[src/shared/ctc_pkg.sv]
// Package for the clock tree configuration block
package ctc_pkg;
   localparam logic [7:0] CTC_CFG_ADDR = 8'h04;
   localparam logic [7:0] CTC_CTRL_ADDR = 8'h00;
   localparam logic [31:0] CTC_CFG_RESET = 32'h2000_0000;
   localparam int CTC_CODIV_HI = 31;
   localparam int CTC_CODIV_LO = 28;
   localparam int CTC_COSEL_HI = 27;
   localparam int CTC_COSEL_LO = 25;
   localparam int CTC_LSRC_BIT = 24;
   localparam int CTC_LODIV_HI = 23;
   localparam int CTC_LODIV_LO = 22;
   localparam int CTC_LPRE_HI = 21;
   localparam int CTC_LPRE_LO = 20;
   localparam int CTC_LMUL_HI = 19;
   localparam int CTC_LMUL_LO = 16;
   localparam int CTC_STSH_HI = 15;
   localparam int CTC_STSH_LO = 14;
   localparam int CTC_FPP_HI = 13;
   localparam int CTC_FPP_LO = 11;
   localparam int CTC_SPP_HI = 10;
   localparam int CTC_SPP_LO = 8;
   localparam int CTC_MBP_HI = 7;
   localparam int CTC_MBP_LO = 4;
   localparam int CTC_STSL_BIT = 3;
   localparam int CTC_SW_HI = 2;
   localparam int CTC_SW_LO = 0;
   localparam int CTC_LOOP_EN_BIT = 0;
   localparam logic [31:0] CTC_SW_MASK = 32'h0000_0007;
   localparam logic [3:0] CTC_CODIV_MIN = 4'h2;
   localparam logic [4:0] CTC_LMUL_OFFSET = 5'h03;
   localparam logic [2:0] CTC_SRC_FINT = 3'h0;
   localparam logic [2:0] CTC_SRC_FEXT = 3'h1;
   localparam logic [2:0] CTC_SRC_LOOP = 3'h2;
   localparam logic [2:0] CTC_SRC_SEXT = 3'h3;
   localparam logic [2:0] CTC_SRC_SINT = 3'h4;
   localparam logic [2:0] CTC_CO_NONE = 3'h0;
   localparam logic [2:0] CTC_CO_SINT = 3'h1;
   localparam logic [2:0] CTC_CO_SEXT = 3'h2;
   localparam logic [2:0] CTC_CO_SYS = 3'h3;
   localparam logic [2:0] CTC_CO_FINT = 3'h4;
   localparam logic [2:0] CTC_CO_FEXT = 3'h5;
   localparam logic [2:0] CTC_CO_LOOP = 3'h6;
   // Clock sources as one-cycle enables of mclk
   typedef struct packed {
      logic slow_internal_osc;
      logic slow_external_osc;
      logic fast_internal_osc;
      logic fast_external_osc;
      logic loop;
   } ctc_src_t;
   typedef struct packed {
      logic [7:0] addr;
      logic [31:0] wdata;
      logic wr;
      logic rd;
   } ctc_bus_t;
endpackage : ctc_pkg

[src/verilog/ctc_clock_config.sv]
// Clock tree configuration register and enable-based dividers
// Behaviour
// - Clock output divider bits 31:28 divide loop clock by code, 2 to 15.
// - Clock output selector 27:25 picks none, slow/fast osc, system or loop.
// - Clock output may give a short pulse at start or source change.
// - Loop source bit 24 picks fast internal (0) or fast external (1).
// - Loop source writes are ignored while the loop runs.
// - Loop output divider 23:22 divides by 1, 2, 3 or 4.
// - Loop input prescaler 21:20 divides input by field plus one.
// - Loop multiplier factor is field plus 3, range 3 to 18.
// - Loop multiplier writes are ignored while the loop runs.
// - Two status bits plus one status bit form three-bit source code.
// - Fast peripheral prescaler: 0xx undivided, 100-111 divide 2 to 16.
// - Slow peripheral prescaler uses the same encoding as the fast one.
// - Main bus prescaler: 0xxx undivided, 1000-1011 divide 2 to 16.
// - Configuration word resets to 0x2000_0000.
// - Status code 000 fast int, 001 fast ext, 010 loop, 011/100 slow.
// - Switch field forced to fast internal on stop exit, or on failure while clock security is enabled.
//
// Design decision made here: the plain strobed port.
`timescale 1ns/1ps
module ctc_clock_config (
   input wire logic mclk,
   input wire logic sys_rst,
   input wire ctc_pkg::ctc_bus_t bus,
   output logic [31:0] rdata,
   input wire ctc_pkg::ctc_src_t src,
   input wire logic [2:0] active_source,
   input wire logic stop_exit,
   input wire logic fast_ext_fail,
   input wire logic clock_security_enable,
   output logic [2:0] system_clock_switch,
   output logic loop_source_sel,
   output logic [4:0] loop_multiplier,
   output logic [1:0] loop_input_prescaler,
   output logic loop_in_en,
   output logic loop_out_en,
   output logic clkout_en,
   output logic main_bus_en,
   output logic fast_periph_en,
   output logic slow_periph_en
);
   logic [31:0] cfg_q;
   logic loop_on_q;
   logic [2:0] sts_q;
   logic [3:0] co_cnt_q;
   logic [3:0] co_lim;
   logic [1:0] lo_cnt_q;
   logic [1:0] pre_cnt_q;
   logic [3:0] mb_cnt_q;
   logic [3:0] pp_cnt_q [2];
   logic co_src;
   logic lpre_in;
   logic lo_tick;
   logic mb_tick;
   logic [3:0] mb_lim;
   logic [3:0] pp_lim [2];
   logic pp_tick [2];
   logic wr_cfg;
   logic wr_ctrl;
   logic [31:0] wmask;

   assign wr_cfg = bus.wr && (bus.addr == ctc_pkg::CTC_CFG_ADDR);
   assign wr_ctrl = bus.wr && (bus.addr == ctc_pkg::CTC_CTRL_ADDR);

   // Status bits are read-only; loop source and multiplier fields are frozen while loop runs
   always_comb begin
      wmask = 32'hffff_ffff;
      wmask[ctc_pkg::CTC_STSH_HI:ctc_pkg::CTC_STSH_LO] = 2'h0;
      wmask[ctc_pkg::CTC_STSL_BIT] = 1'b0;
      if (loop_on_q) begin
         wmask[ctc_pkg::CTC_LSRC_BIT] = 1'b0;
         wmask[ctc_pkg::CTC_LMUL_HI:ctc_pkg::CTC_LMUL_LO] = 4'h0;
      end
   end

   always_ff @(posedge mclk) begin
      if (sys_rst) begin
         cfg_q <= ctc_pkg::CTC_CFG_RESET;
      end else begin
         if (wr_cfg) begin
            cfg_q <= (cfg_q & ~wmask) | (bus.wdata & wmask);
         end
         // Hardware force beats a same-cycle software write
         if (stop_exit || (fast_ext_fail && clock_security_enable)) begin
            cfg_q[ctc_pkg::CTC_SW_HI:ctc_pkg::CTC_SW_LO] <=
               ctc_pkg::CTC_SRC_FINT;
         end
      end
   end

   // Minimal loop enable so the write lock has something to watch
   always_ff @(posedge mclk) begin
      if (sys_rst) begin
         loop_on_q <= 1'b0;
      end else if (wr_ctrl) begin
         loop_on_q <= bus.wdata[ctc_pkg::CTC_LOOP_EN_BIT];
      end
   end

   always_ff @(posedge mclk) begin
      if (sys_rst) begin
         sts_q <= ctc_pkg::CTC_SRC_FINT;
      end else begin
         sts_q <= active_source;
      end
   end

   always_ff @(posedge mclk) begin
      if (sys_rst) begin
         rdata <= 32'h0000_0000;
      end else if (bus.rd) begin
         if (bus.addr == ctc_pkg::CTC_CFG_ADDR) begin
            rdata <= cfg_q;
            rdata[ctc_pkg::CTC_STSH_HI:ctc_pkg::CTC_STSH_LO] <=
               sts_q[2:1];
            rdata[ctc_pkg::CTC_STSL_BIT] <= sts_q[0];
         end else if (bus.addr == ctc_pkg::CTC_CTRL_ADDR) begin
            rdata <= {31'h0, loop_on_q};
         end else begin
            rdata <= 32'h0000_0000;
         end
      end else begin
         rdata <= 32'h0000_0000;
      end
   end

   // Loop input prescaler, counts selected oscillator ticks
   assign lpre_in = cfg_q[ctc_pkg::CTC_LSRC_BIT] ?
      src.fast_external_osc : src.fast_internal_osc;
   always_ff @(posedge mclk) begin
      if (sys_rst) begin
         pre_cnt_q <= 2'h0;
         loop_in_en <= 1'b0;
      end else begin
         loop_in_en <= 1'b0;
         if (lpre_in) begin
            // Terminal compare with >= so a smaller new limit never stalls
            if (pre_cnt_q >= cfg_q[ctc_pkg::CTC_LPRE_HI:ctc_pkg::CTC_LPRE_LO])
            begin
               pre_cnt_q <= 2'h0;
               loop_in_en <= 1'b1;
            end else begin
               pre_cnt_q <= pre_cnt_q + 2'h1;
            end
         end
      end
   end

   // Loop output divider on loop ticks
   always_ff @(posedge mclk) begin
      if (sys_rst) begin
         lo_cnt_q <= 2'h0;
      end else if (src.loop) begin
         if (lo_cnt_q >= cfg_q[ctc_pkg::CTC_LODIV_HI:ctc_pkg::CTC_LODIV_LO])
         begin
            lo_cnt_q <= 2'h0;
         end else begin
            lo_cnt_q <= lo_cnt_q + 2'h1;
         end
      end
   end
   assign lo_tick = src.loop && (lo_cnt_q >=
      cfg_q[ctc_pkg::CTC_LODIV_HI:ctc_pkg::CTC_LODIV_LO]);

   always_ff @(posedge mclk) begin
      if (sys_rst) begin
         loop_out_en <= 1'b0;
      end else begin
         loop_out_en <= lo_tick;
      end
   end

   // Clock output selection
   always_comb begin
      case (cfg_q[ctc_pkg::CTC_COSEL_HI:ctc_pkg::CTC_COSEL_LO])
         ctc_pkg::CTC_CO_SINT: co_src = src.slow_internal_osc;
         ctc_pkg::CTC_CO_SEXT: co_src = src.slow_external_osc;
         ctc_pkg::CTC_CO_SYS: co_src = 1'b1;
         ctc_pkg::CTC_CO_FINT: co_src = src.fast_internal_osc;
         ctc_pkg::CTC_CO_FEXT: co_src = src.fast_external_osc;
         ctc_pkg::CTC_CO_LOOP: co_src = src.loop;
         default: co_src = 1'b0;
      endcase
   end

   // Divider applies to the loop source only; codes below 2 act as 2
   always_comb begin
      co_lim = 4'h0;
      if (cfg_q[ctc_pkg::CTC_COSEL_HI:ctc_pkg::CTC_COSEL_LO] ==
          ctc_pkg::CTC_CO_LOOP) begin
         if (cfg_q[ctc_pkg::CTC_CODIV_HI:ctc_pkg::CTC_CODIV_LO] <
             ctc_pkg::CTC_CODIV_MIN) begin
            co_lim = ctc_pkg::CTC_CODIV_MIN - 4'h1;
         end else begin
            co_lim = cfg_q[ctc_pkg::CTC_CODIV_HI:ctc_pkg::CTC_CODIV_LO]
               - 4'h1;
         end
      end
   end

   // Counter is not cleared on a source change, so a pulse may be cut short
   always_ff @(posedge mclk) begin
      if (sys_rst) begin
         co_cnt_q <= 4'h0;
         clkout_en <= 1'b0;
      end else begin
         clkout_en <= 1'b0;
         if (co_src) begin
            if (co_cnt_q >= co_lim) begin
               co_cnt_q <= 4'h0;
               clkout_en <= 1'b1;
            end else begin
               co_cnt_q <= co_cnt_q + 4'h1;
            end
         end
      end
   end

   // Main bus prescaler, divides system clock (mclk)
   always_comb begin
      mb_lim = 4'h0;
      if (cfg_q[ctc_pkg::CTC_MBP_HI]) begin
         mb_lim = 4'((5'h2 << cfg_q[ctc_pkg::CTC_MBP_LO +: 2])
            - 5'h1);
      end
   end
   always_ff @(posedge mclk) begin
      if (sys_rst) begin
         mb_cnt_q <= 4'h0;
      end else if (mb_cnt_q >= mb_lim) begin
         mb_cnt_q <= 4'h0;
      end else begin
         mb_cnt_q <= mb_cnt_q + 4'h1;
      end
   end
   assign mb_tick = (mb_cnt_q >= mb_lim);
   always_ff @(posedge mclk) begin
      if (sys_rst) begin
         main_bus_en <= 1'b0;
      end else begin
         main_bus_en <= mb_tick;
      end
   end

   // Peripheral prescalers, 0 = fast, 1 = slow
   generate
      for (genvar i = 0; i < 2; i++) begin : g_pp
         logic [2:0] code;
         assign code = (i == 0) ?
            cfg_q[ctc_pkg::CTC_FPP_HI:ctc_pkg::CTC_FPP_LO] :
            cfg_q[ctc_pkg::CTC_SPP_HI:ctc_pkg::CTC_SPP_LO];
         always_comb begin
            pp_lim[i] = 4'h0;
            if (code[2]) begin
               pp_lim[i] = 4'((5'h2 << code[1:0])
                  - 5'h1);
            end
         end
         always_ff @(posedge mclk) begin
            if (sys_rst) begin
               pp_cnt_q[i] <= 4'h0;
            end else if (mb_tick) begin
               if (pp_cnt_q[i] >= pp_lim[i]) begin
                  pp_cnt_q[i] <= 4'h0;
               end else begin
                  pp_cnt_q[i] <= pp_cnt_q[i] + 4'h1;
               end
            end
         end
         assign pp_tick[i] = mb_tick && (pp_cnt_q[i] >= pp_lim[i]);
      end
   endgenerate

   always_ff @(posedge mclk) begin
      if (sys_rst) begin
         fast_periph_en <= 1'b0;
         slow_periph_en <= 1'b0;
      end else begin
         fast_periph_en <= pp_tick[0];
         slow_periph_en <= pp_tick[1];
      end
   end

   // Registered copies of configuration for the system clock switch and the analog loop
   always_ff @(posedge mclk) begin
      if (sys_rst) begin
         system_clock_switch <= 3'h0;
         loop_source_sel <= 1'b0;
         loop_multiplier <= ctc_pkg::CTC_LMUL_OFFSET;
         loop_input_prescaler <= 2'h0;
      end else begin
         system_clock_switch <= cfg_q[ctc_pkg::CTC_SW_HI:ctc_pkg::CTC_SW_LO];
         loop_source_sel <= cfg_q[ctc_pkg::CTC_LSRC_BIT];
         loop_multiplier <= {1'b0, cfg_q[ctc_pkg::CTC_LMUL_HI:
            ctc_pkg::CTC_LMUL_LO]} + ctc_pkg::CTC_LMUL_OFFSET;
         loop_input_prescaler <=
            cfg_q[ctc_pkg::CTC_LPRE_HI:ctc_pkg::CTC_LPRE_LO];
      end
   end
endmodule : ctc_clock_config

[config.mk]
export PLATFORM = sky130hd
export DESIGN_NAME = ctc_clock_config
export DESIGN_NICKNAME = d
export VERILOG_FILES = /design/src/shared/ctc_pkg.sv /design/src/verilog/ctc_clock_config.sv
export SDC_FILE = /design/constraint.sdc
export NUM_CORES = 1
export LEC_CHECK = 0
export BUFFER_PORTS_ARGS = -buffer_cell sky130_fd_sc_hd__buf_2
export CELL_PAD_IN_SITES_DETAIL_PLACEMENT = 0
export CELL_PAD_IN_SITES_GLOBAL_PLACEMENT = 1
export CORE_MARGIN = 2
export CORE_UTILIZATION = 42
export DETAILED_ROUTE_END_ITERATION = 8
export PLACE_DENSITY_LB_ADDON = 0.1
export RECOVER_POWER = 100
export SETUP_SLACK_MARGIN = 0.2
export SYNTH_ARGS = -nofsm -noshare
export SYNTH_HDL_FRONTEND = slang
export SYNTH_SLANG_ARGS = --single-unit
export TNS_END_PERCENT = 5
[constraint.sdc]
create_clock -name mclk -period 3.96 [get_ports mclk]
set_input_delay 0.198 -clock mclk [delete_from_list [all_inputs] [get_ports mclk]]
set_output_delay 0.198 -clock mclk [all_outputs]
set_load 0.01 [all_outputs]
After elaboration in Yosys (flattened, before gate mapping). Memories as Yosys holds them, arrays and structs flattened. Index checks and enable logic that the tools add are counted.

Output and inout bits: 49. Register bits: 97. Bits in writable memories: 8. Memories: 1.

Memory list: pp_cnt_q (words 2, width 4, rd ports 2, clocked after Yosys merged registers in 0, wr ports 2, line ctc_clock_config.sv:51) `logic [3:0] pp_cnt_q [2];`.

Magnitude comparators: 7. Add/subtract/negate cells: 11. Bitwise logic cells: 11. Shift operators: 3. Eq/ne operators: 7. Reduce and logical (&&, ||, !) cells: 13. Mux-type cells: 38.

Operator list (count): AND 32 bit (2); two-way mux 4 bit (11); two-way mux 32 bit (1); inverter 32 bit (1); OR 32 bit (1); two-way mux 1 bit (23); adder 4 x 1 -> 4 bit, second input constant (4); >= comparator 4 bit (4); subtractor 4 x 1 -> 4 bit, second input constant (4); << shifter 2 x 2 -> 4 bit, first input constant (3); OR reduction 2 bit (5); == test 3 bit, second input constant (3); == test 8 x 3 -> 1 bit, second input constant (1); zero test 8 bit (1); == test 3 x 2 -> 1 bit, second input constant (2); logical AND 1 bit (6); one-hot mux 1 bit (6 select lines) (1); adder 4 x 2 -> 5 bit, second input constant (1); adder 2 x 1 -> 2 bit, second input constant (2); >= comparator 2 bit (2); less-than comparator 4 x 2 -> 1 bit, second input constant (1); two-way mux 2 bit (2); OR 1 bit (4); == test 3 x 1 -> 1 bit, second input constant (1); other kinds (2) (4).

Logic depth before layout (Yosys ltp). Gate-level depths: netlist of the first run.

Depth after elaboration: 10. Gate-level depth with buffers: 10. Depth with buffers taken out: 10.

Worst setup path after synthesis of the first run. Ideal clock, no wire load.

Kind: register to register. Start point: reg cfg_q[31]. End point: reg co_cnt_q[2]. Setup time: 0.092 ns. Data required time: 3.868 ns. Stages on the path, launching flop included: 9. Arrival: 2.116 ns. Setup slack: 1.752 ns. Cells stage by stage: dfxtp_1 > or3_1 > a211oi_1 > ha_1 > nand2b_1 > a2111oi_0 > or3_1 > a21oi_1 > o32ai_1.

Word-level cells in the longest chain between the ends: 5. Elaborated cells between the ends (all ways): 6. Those cells by class: add/sub (1); order compare (2); mux (3).

RTL lines: start: declaration (line ctc_clock_config.sv:43) `logic [31:0] cfg_q;`; start signal: assignment (line ctc_clock_config.sv:79) `cfg_q <= ctc_pkg::CTC_CFG_RESET;`; start signal: assignment (line ctc_clock_config.sv:82) `cfg_q <= (cfg_q & ~wmask) | (bus.wdata & wmask);`; start signal: indexed assignment (line ctc_clock_config.sv:86) `cfg_q[ctc_pkg::CTC_SW_HI:ctc_pkg::CTC_SW_LO] <=`; subtractor 4 x 1 -> 4 bit or less-than comparator 4 x 2 -> 1 bit (tied branches) (line ctc_clock_config.sv:197, ctc_clock_config.sv:192); two-way mux 4 bit (*) (line ctc_clock_config.sv:192) `if (cfg_q[ctc_pkg::CTC_CODIV_HI:ctc_pkg::CTC_CODIV_LO] <`; two-way mux 4 bit (*) (line ctc_clock_config.sv:190) `if (cfg_q[ctc_pkg::CTC_COSEL_HI:ctc_pkg::CTC_COSEL_LO] ==`; >= comparator 4 bit (*) (line ctc_clock_config.sv:210) `if (co_cnt_q >= co_lim) begin`; two-way mux 4 bit (*) (line ctc_clock_config.sv:210); end signal: assignment (line ctc_clock_config.sv:214) `co_cnt_q <= co_cnt_q + 4'h1;`; end: declaration (line ctc_clock_config.sv:46) `logic [3:0] co_cnt_q;`.

Mark *: on every way between the ends. The rest lies on a longest branch, timed or not. A chain may end at the register's enable or synchronous reset.

==> metrics.md, run 1 <==
| Metric | Value |
|---|---|
| Final Hold Viols | 0 |
| R2R depth | 8 |
| Maximum achievable frequency | 355 MHz |
| Vias in the first global route | 2963 |
| CTS Hold Bufs | 0 |
| Count of final max-slew check failures | 76 |
| Die ar. | 0.0104 sq mm |
| Number of flops mapped to enable cells by yosys | 8 |
| Port Buffers | 100 |
| CP endpoint kind | flop |
| TritonCTS clock tree | done |
| Worst EP arrival | between 3 and 4 ns |
| Synth unique cells | 41 |
| Critical Path, Cell by Cell | buf_2 > nor4_1 > nand4_1 > nor2_1 > nand2_1 > a21oi_1 |
| Minimum clock period | 2.82 ns |
| Routed Antenna Nets | 0 |
| Fin nets | 596 |
| DR WL/cell | 13.0 um |
| Core region area | 0.00924 sq mm |
| Die Y | roughly 100 um |
| Vias | ~3100 |
| Critical Path Fanout Max | 28 |
| Failing checks | max-capacitance violations, max-slew violations |
| Rows | 35 |
| Post-Syn Instances | 415 |
| Slew margin rel. | -0.604 |
| Skew final | about 0.018 ns |
| RSZ-0062 raised after global routing | false |
| Slew of the pin with the lowest slew margin | 2.41 ns |
| PD cells | 378 mW/mm^2 |
| Min-Delay Path Class | primary input to flop |
| Clock sink count | around 100 |
| Die width | 102 um |
| Post-Syn Area | between 0.004 and 0.005 sq mm |
| Routability cong. | just under 0.8 |
| Vias per std cell | 4.73 |
| First-pass DRT Iterations | 4 |
| Synth top area share | 0.469 |
| Layout cell share with drive strength beyond 1 | 0.140 |
| Final WL | 8460 um |
| Total track usage | 0.171 |
| CTS buffer count | 9 |
| Post-CTS resize count | 0 |
| Ys Warns | 0 |
| DRC Markers | 0 |
| FFs w/ async S/R, synth | 0 |
| Root Driver | clkbuf_8 |
| Synth area leader | dfxtp_1 |
| Sequential area share after synthesis | 0.528 |
| Peak supply drop | ~0.00016 V |
| Initial antenna violation count | 0 |
| Max-cap violations | 2 |
| Final setup fails | 0 |
| Skew-Pair Late Insertion Delay | between 0.3 and 0.4 ns |
| Status | finished, violations left |
| Syn_area_per_cell | 9.68 sq um |
| Global-route wire length before repair | between 10000 and 15000 um |
| Critical Path Max Stage Delay | 1.18 ns |
| Slowest stage cell, crit path | nand4_1 |
| Leakage Power | 0.00177 uW |
| Post-CTS Setup Inserts | 0 |
| #FFs+latches synth | 102 |
| Hold path depth | 2 |
| DP Wirelength | 5940 um |
| Critical path data required time | 4.21 ns |
| Antenna cell count | 0 |
| Fin crit share | 0.712 |
| Syn_nets | 496 |
| Dominant synthesized flop cell | dfxtp_1 |
| Grt ovf | 0 |
| Setup tns final | 0 ns |
| Largest net degree at the start of global routing | 50 |
| Largest cells by area after synthesis | dfxtp_1, ha_1, nand2_1 |
| H-tree depth | 3 |
| Worst setup path category | primary input to flop |
| Starting density of the core | 0.435 |
| Area Growth Syn to Fin | 16.9% |
| Startpoint types | primary input |
| Clock Pin Slew Worst Setup and Hold Paths | ~0.11 ns |
| Total design power | 1780 uW |
| DR iter-0 viols | 96 |
| I/O pin count | 104 |
| CTS max path bufs | 2 |
[metrics by stage]
step / worst slack [ns] / instance area [sq um] / cells / hold slack [ns] / util
after floorplan: 1.75 / 4020 / 415 / 0.326 / -
after global placement: 1.58 / 4610 / 633 / 0.411 / 0.499
after detailed placement: 1.52 / 4610 / 633 / 0.414 / 0.499
after CTS: 1.51 / 4810 / 649 / 0.0231 / 0.521
after global routing: 0.732 / 4690 / 649 / 0.0376 / 0.508
final: 1.14 / 4690 / 649 / 0.0413 / 0.508
[cells in the mapped netlist (4+ instances only)]
library cell,number
ha_1,26
a21oi_1,32
mux2i_1,4
inv_1,21
xnor2_1,5
clkbuf_1,6
dfxtp_1,94
nor2_1,26
nand2b_1,7
nand2_1,65
xor2_1,6
nand3_1,11
edfxtp_1,8
buf_6,4
and2_1,27
nor2b_1,9
nor3_1,15
o211ai_1,4
o21ai_0,11
[state kept, by name (all words and copies together) (netlist names), 3 cells and up, named ones only]
name / count
loop_multiplier: 5
cfg_q: 24
co_cnt_q: 4
sts_q: 3
system_clock_switch: 3
mb_cnt_q: 4
pp_cnt_q: 8
rdata: 32
[logic make-up after synthesis]
group,count (synthesis),share of synthesized area
AOI/OAI and AO/OA,63,0.0935
xor gates and xnor gates,11,0.0240
adders and majority gates,26,0.0810
buffers and inverters,34,0.0393
DFF,102,0.528
muxes,4,0.00997
and+or+nand+nor,175,0.224
[path summary, 6_finish.rpt]
check | startpoint | end | slack [ns]
worst max-delay path | bus[41] | flop | 1.14
worst min-delay path | active_source[0] | sts_q[0] | 0.04
worst max register to register | cfg_q[31] | co_cnt_q[0] | 1.50
worst min register to register | sts_q[1] | rdata[14] | 0.44
[final cells by class]
class | count | area, sq um
multi-input cells | 279 | 1680
clock inverters | 7 | 80.1
well taps | 129 | 161
flip-flops and latches | 102 | 2120
inverters | 22 | 82.6
repair buffers | 101 | 443
fillers | 929 | 4550
clock buffers | 9 | 124
[cell usage in the layout, fill, tap and decap left out, drive strengths merged, types with 16 or more instances in the layout]
cell type / n
and2: 27
nor2: 29
nand2: 65
dfxtp: 94
nor3: 16
inv: 24
buf: 51
clkbuf: 59
ha: 26
a21oi: 35
[metal layers]
layer	share of wire	up-vias	wire, um	track usage
met4	0.016	0	139	0.0655
li1	-	1592	-	-
met2	0.43	92	3630	0.275
met3	0.068	12	576	0.0345
met5	0	-	0	0
met1	0.49	1376	4110	0.228
[critical path, delay by kind of cell]
kind            cells  cell delay (ns)
simple gates        4             2.62
compound gates      1             0.15
buf+inv             1             0.10
[power breakdown]
part           leakage [uW]  total, uW  switching, uW  internal, uW
clock              0.000102        671            370           301
combinational      0.000812       60.0           32.8          27.2
sequential         0.000859       1040           2.15          1040
Note: power is estimated with default switching activity, not from simulation.
==> inputs of run 2 (changes only) <==
--- a/config.mk
+++ b/config.mk
@@ -9,7 +9,7 @@
 export CELL_PAD_IN_SITES_DETAIL_PLACEMENT = 0
 export CELL_PAD_IN_SITES_GLOBAL_PLACEMENT = 1
 export CORE_MARGIN = 2
-export CORE_UTILIZATION = 42
+export CORE_UTILIZATION = 39
 export DETAILED_ROUTE_END_ITERATION = 8
 export PLACE_DENSITY_LB_ADDON = 0.1
 export RECOVER_POWER = 100
==> constraint.sdc (replaced) <==
create_clock -name mclk -period 2.8 [get_ports mclk]
set_input_delay 0.14 -clock mclk [delete_from_list [all_inputs] [get_ports mclk]]
set_output_delay 0.14 -clock mclk [all_outputs]
set_load 0.01 [all_outputs]
==> run 2 against run 1 <==
Net effect:
- die area increased by 7.4%
- the flow still finishes with violations (max-capacitance violations, max-slew violations)
- global-route usage increased by 0.31 points
- via count increased by 2.6%
- total power increased by 51%
- critical path depth increased by 3
- clock-buffer cell count unchanged
- core utilization decreased by 2.1 points
- cell count increased by 4.3%
- critical path type is now flop to flop
- sequential power increased by 42%
- hold slack got worse by 0.035 ns
- worst setup slack got worse by 0.83 ns
- first-iteration DRC count decreased by 35%
==> metrics.md, run 2 (synthesis gave the netlist of run 1 again) <==
| Metric | Value |
|---|---|
| Fin crit share | 0.890 |
| PD cells | 543 mW/mm^2 |
| Clock sink count | 102 |
| Largest net degree at the start of global routing | 50 |
| Grt ovf | 0 |
| Most flops, register | rdata |
| Core region area | 0.0101 sq mm |
| Min-Delay Path Class | primary input to flop |
| Worst hold path endpoint | cfg_q[31] |
| Root Driver | clkbuf_8 |
| Hold Crit Start | bus[33] |
| Rows | 37 |
| Slew of the pin with the lowest slew margin | between 2 and 2.5 ns |
| Total design power | 2680 uW |
| RSZ-0062 raised after global routing | false |
| Routability cong. | between 0.7 and 0.8 |
| Die width | 105 um |
| Slowest stage cell, crit path | or3_1 |
| Minimum clock period | around 2.5 ns |
| Die Y | about 110 um |
| RR Endpoint | co_cnt_q[2] |
| Global-route wire length before repair | 15100 um |
| Total track usage | 0.175 |
| Fin nets | 617 |
| Vias in the first global route | approximately 3100 |
| Critical Path, Cell by Cell | or3_1 > a211oi_1 > ha_1 > nand2b_1 > a2111oi_0 > or3_1 > buf_4 > a21oi_1 > o32ai_1 |
| CTS max path bufs | 2 |
| Count of final max-slew check failures | 50 |
| Skew final | 0.0106 ns |
| I/O pin count | 104 |
| Peak supply drop | roughly 0.00022 V |
| Met2 routed WL | between 3000 and 4000 um |
| R2R Path Start | cfg_q[31] |
| Antenna cell count | 0 |
| DRC Markers | 0 |
| Switching pwr | 562 uW |
| Port Buffers | 100 |
| Skew-Pair Late Insertion Delay | 0.37 ns |
| Worst R2R Setup Slack | between 0.3 and 0.4 ns |
| CP endpoint kind | flop |
| Most common cell after layout, fill and taps aside | dfxtp_1 |
| Max layer used | met4 |
| Final WL | 9170 um |
| Clock Pin Slew Worst Setup and Hold Paths | 0.10 ns |
| Int Pwr | 2120 uW |
| Seq pwr share | 0.551 |
| Combinational Power Share | 0.040 |
| Starting density of the core | 0.396 |
| Status | finished, violations left |
| CTS buffer count | 9 |
| Commonest non-fill, non-tap cells in the layout | dfxtp_1, nand2_1, clkbuf_1, buf_2, a21oi_1 |
| Slew margin rel. | -0.585 |
| R2R depth | 9 |
| Routed Antenna Nets | 0 |
| Sw Ratio | 0.210 |
| Die ar. | roughly 0.011 sq mm |
| Crit path launch | cfg_q[31] |
| Max-cap violations | 1 |
| Layout cell share with drive strength beyond 1 | 0.139 |
| Setup tns final | 0 ns |
| Failing checks | max-capacitance violations, max-slew violations |
| Maximum achievable frequency | about 400 MHz |
| DR iter-0 viols | just over 60 |
| H-tree depth | 3 |
| Metal1 wirelength | approximately 4600 um |
| Worst EP arrival | 2.75 ns |
| First-pass DRT Iterations | 4 |
| Largest registers | rdata: 32 flops, cfg_q: 24 flops, pp_cnt_q: 8 flops |
| Final Hold Viols | 0 |
| Initial antenna violation count | 0 |
| Max FFs per register | 32 |
| Vias | 3152 |
| Vias per std cell | 4.66 |
| Critical Path Max Stage Delay | 0.40 ns |
| Hold path depth | 3 |
| Startpoint types | flop |
| Critical Path Fanout Max | 5 |
| Area Growth Syn to Fin | 22.9% |
| Worst setup path category | flop to flop |
| Leakage Power | 0.00188 uW |
| Critical path data required time | 3.06 ns |
| WL met3 | 530 um |
| DR WL/cell | between 10 and 15 um |
| CP most frequent cell | or3_1 |
| TritonCTS clock tree | done |
| DP Wirelength | around 6200 um |
| Final setup fails | 0 |
| Clock power frac | 0.409 |
==> run 2: cell type report <==
type	instances	area [sq um]
fillers	1048	5200
clock buffers	9	124
repair buffers	122	644
flip-flops and latches	102	2120
well taps	136	170
multi-input cells	279	1680
clock inverters	7	113
inverters	22	82.6
==> run 2: worst max path at each step <==
| stage | cells past startpoint | slack (ns) | end |
|---|---|---|---|
| 2_1_floorplan | 8 | 0.59 | co_cnt_q[2] |
| 3_3_place_gp | 8 | 0.43 | co_cnt_q[3] |
| 3_5_place_dp | 8 | 0.37 | co_cnt_q[3] |
| 4_1_cts | 8 | 0.34 | co_cnt_q[3] |
| 5_1_grt | 8 | 0.15 | co_cnt_q[3] |
| 6_report | 9 | 0.31 | co_cnt_q[2] |
==> run 2: power groups by stage <==
stage	registers [uW]	logic, uW	clock network [uW]
3_5_place_dp	1510	94.8	0
4_1_cts	1480	115	1120
3_3_place_gp	1510	93.8	0
5_1_grt	1480	118	1200
6_report	1480	106	1100
2_1_floorplan	1510	35.2	0
==> run 2: worst max-delay path, delay by kind of cell (launching register included) <==
kind | cells | cell delay (ns)
buffers and inverters | 1 | 0.13
adders and majority gates | 1 | 0.26
and+or+nand+nor | 3 | 0.74
AOI/OAI and AO/OA | 4 | 0.90
DFF | 1 | 0.35
==> run 2: metrics by stage <==
stage | hold WS [ns] | cell area (sq um) | cells | worst slack, ns | util
2_1_floorplan | 0.268 | 4020 | 415 | 0.592 | -
3_3_place_gp | 0.354 | 4630 | 641 | 0.434 | 0.456
3_5_place_dp | 0.359 | 4630 | 641 | 0.366 | 0.456
4_1_cts | 0.000613 | 5040 | 675 | 0.345 | 0.497
5_1_grt | 0.00406 | 4940 | 677 | 0.149 | 0.487
6_report | 0.00644 | 4940 | 677 | 0.307 | 0.487
==> run 2: routing by layer <==
metal | GRT usage | vias to the layer above
met2 | 0.268 | 88
li1 | - | 1635
met5 | 0 | -
met1 | 0.234 | 1415
met3 | 0.0489 | 14
met4 | 0.0629 | 0
==> run 2: timing repair <==
action                                  CTS  global route
buffers inserted                          0             2
hold endpoints to repair                 18             0
endpoints found under the setup margin    0             1
hold buffers                             18             0
gates resized for setup                   0             1
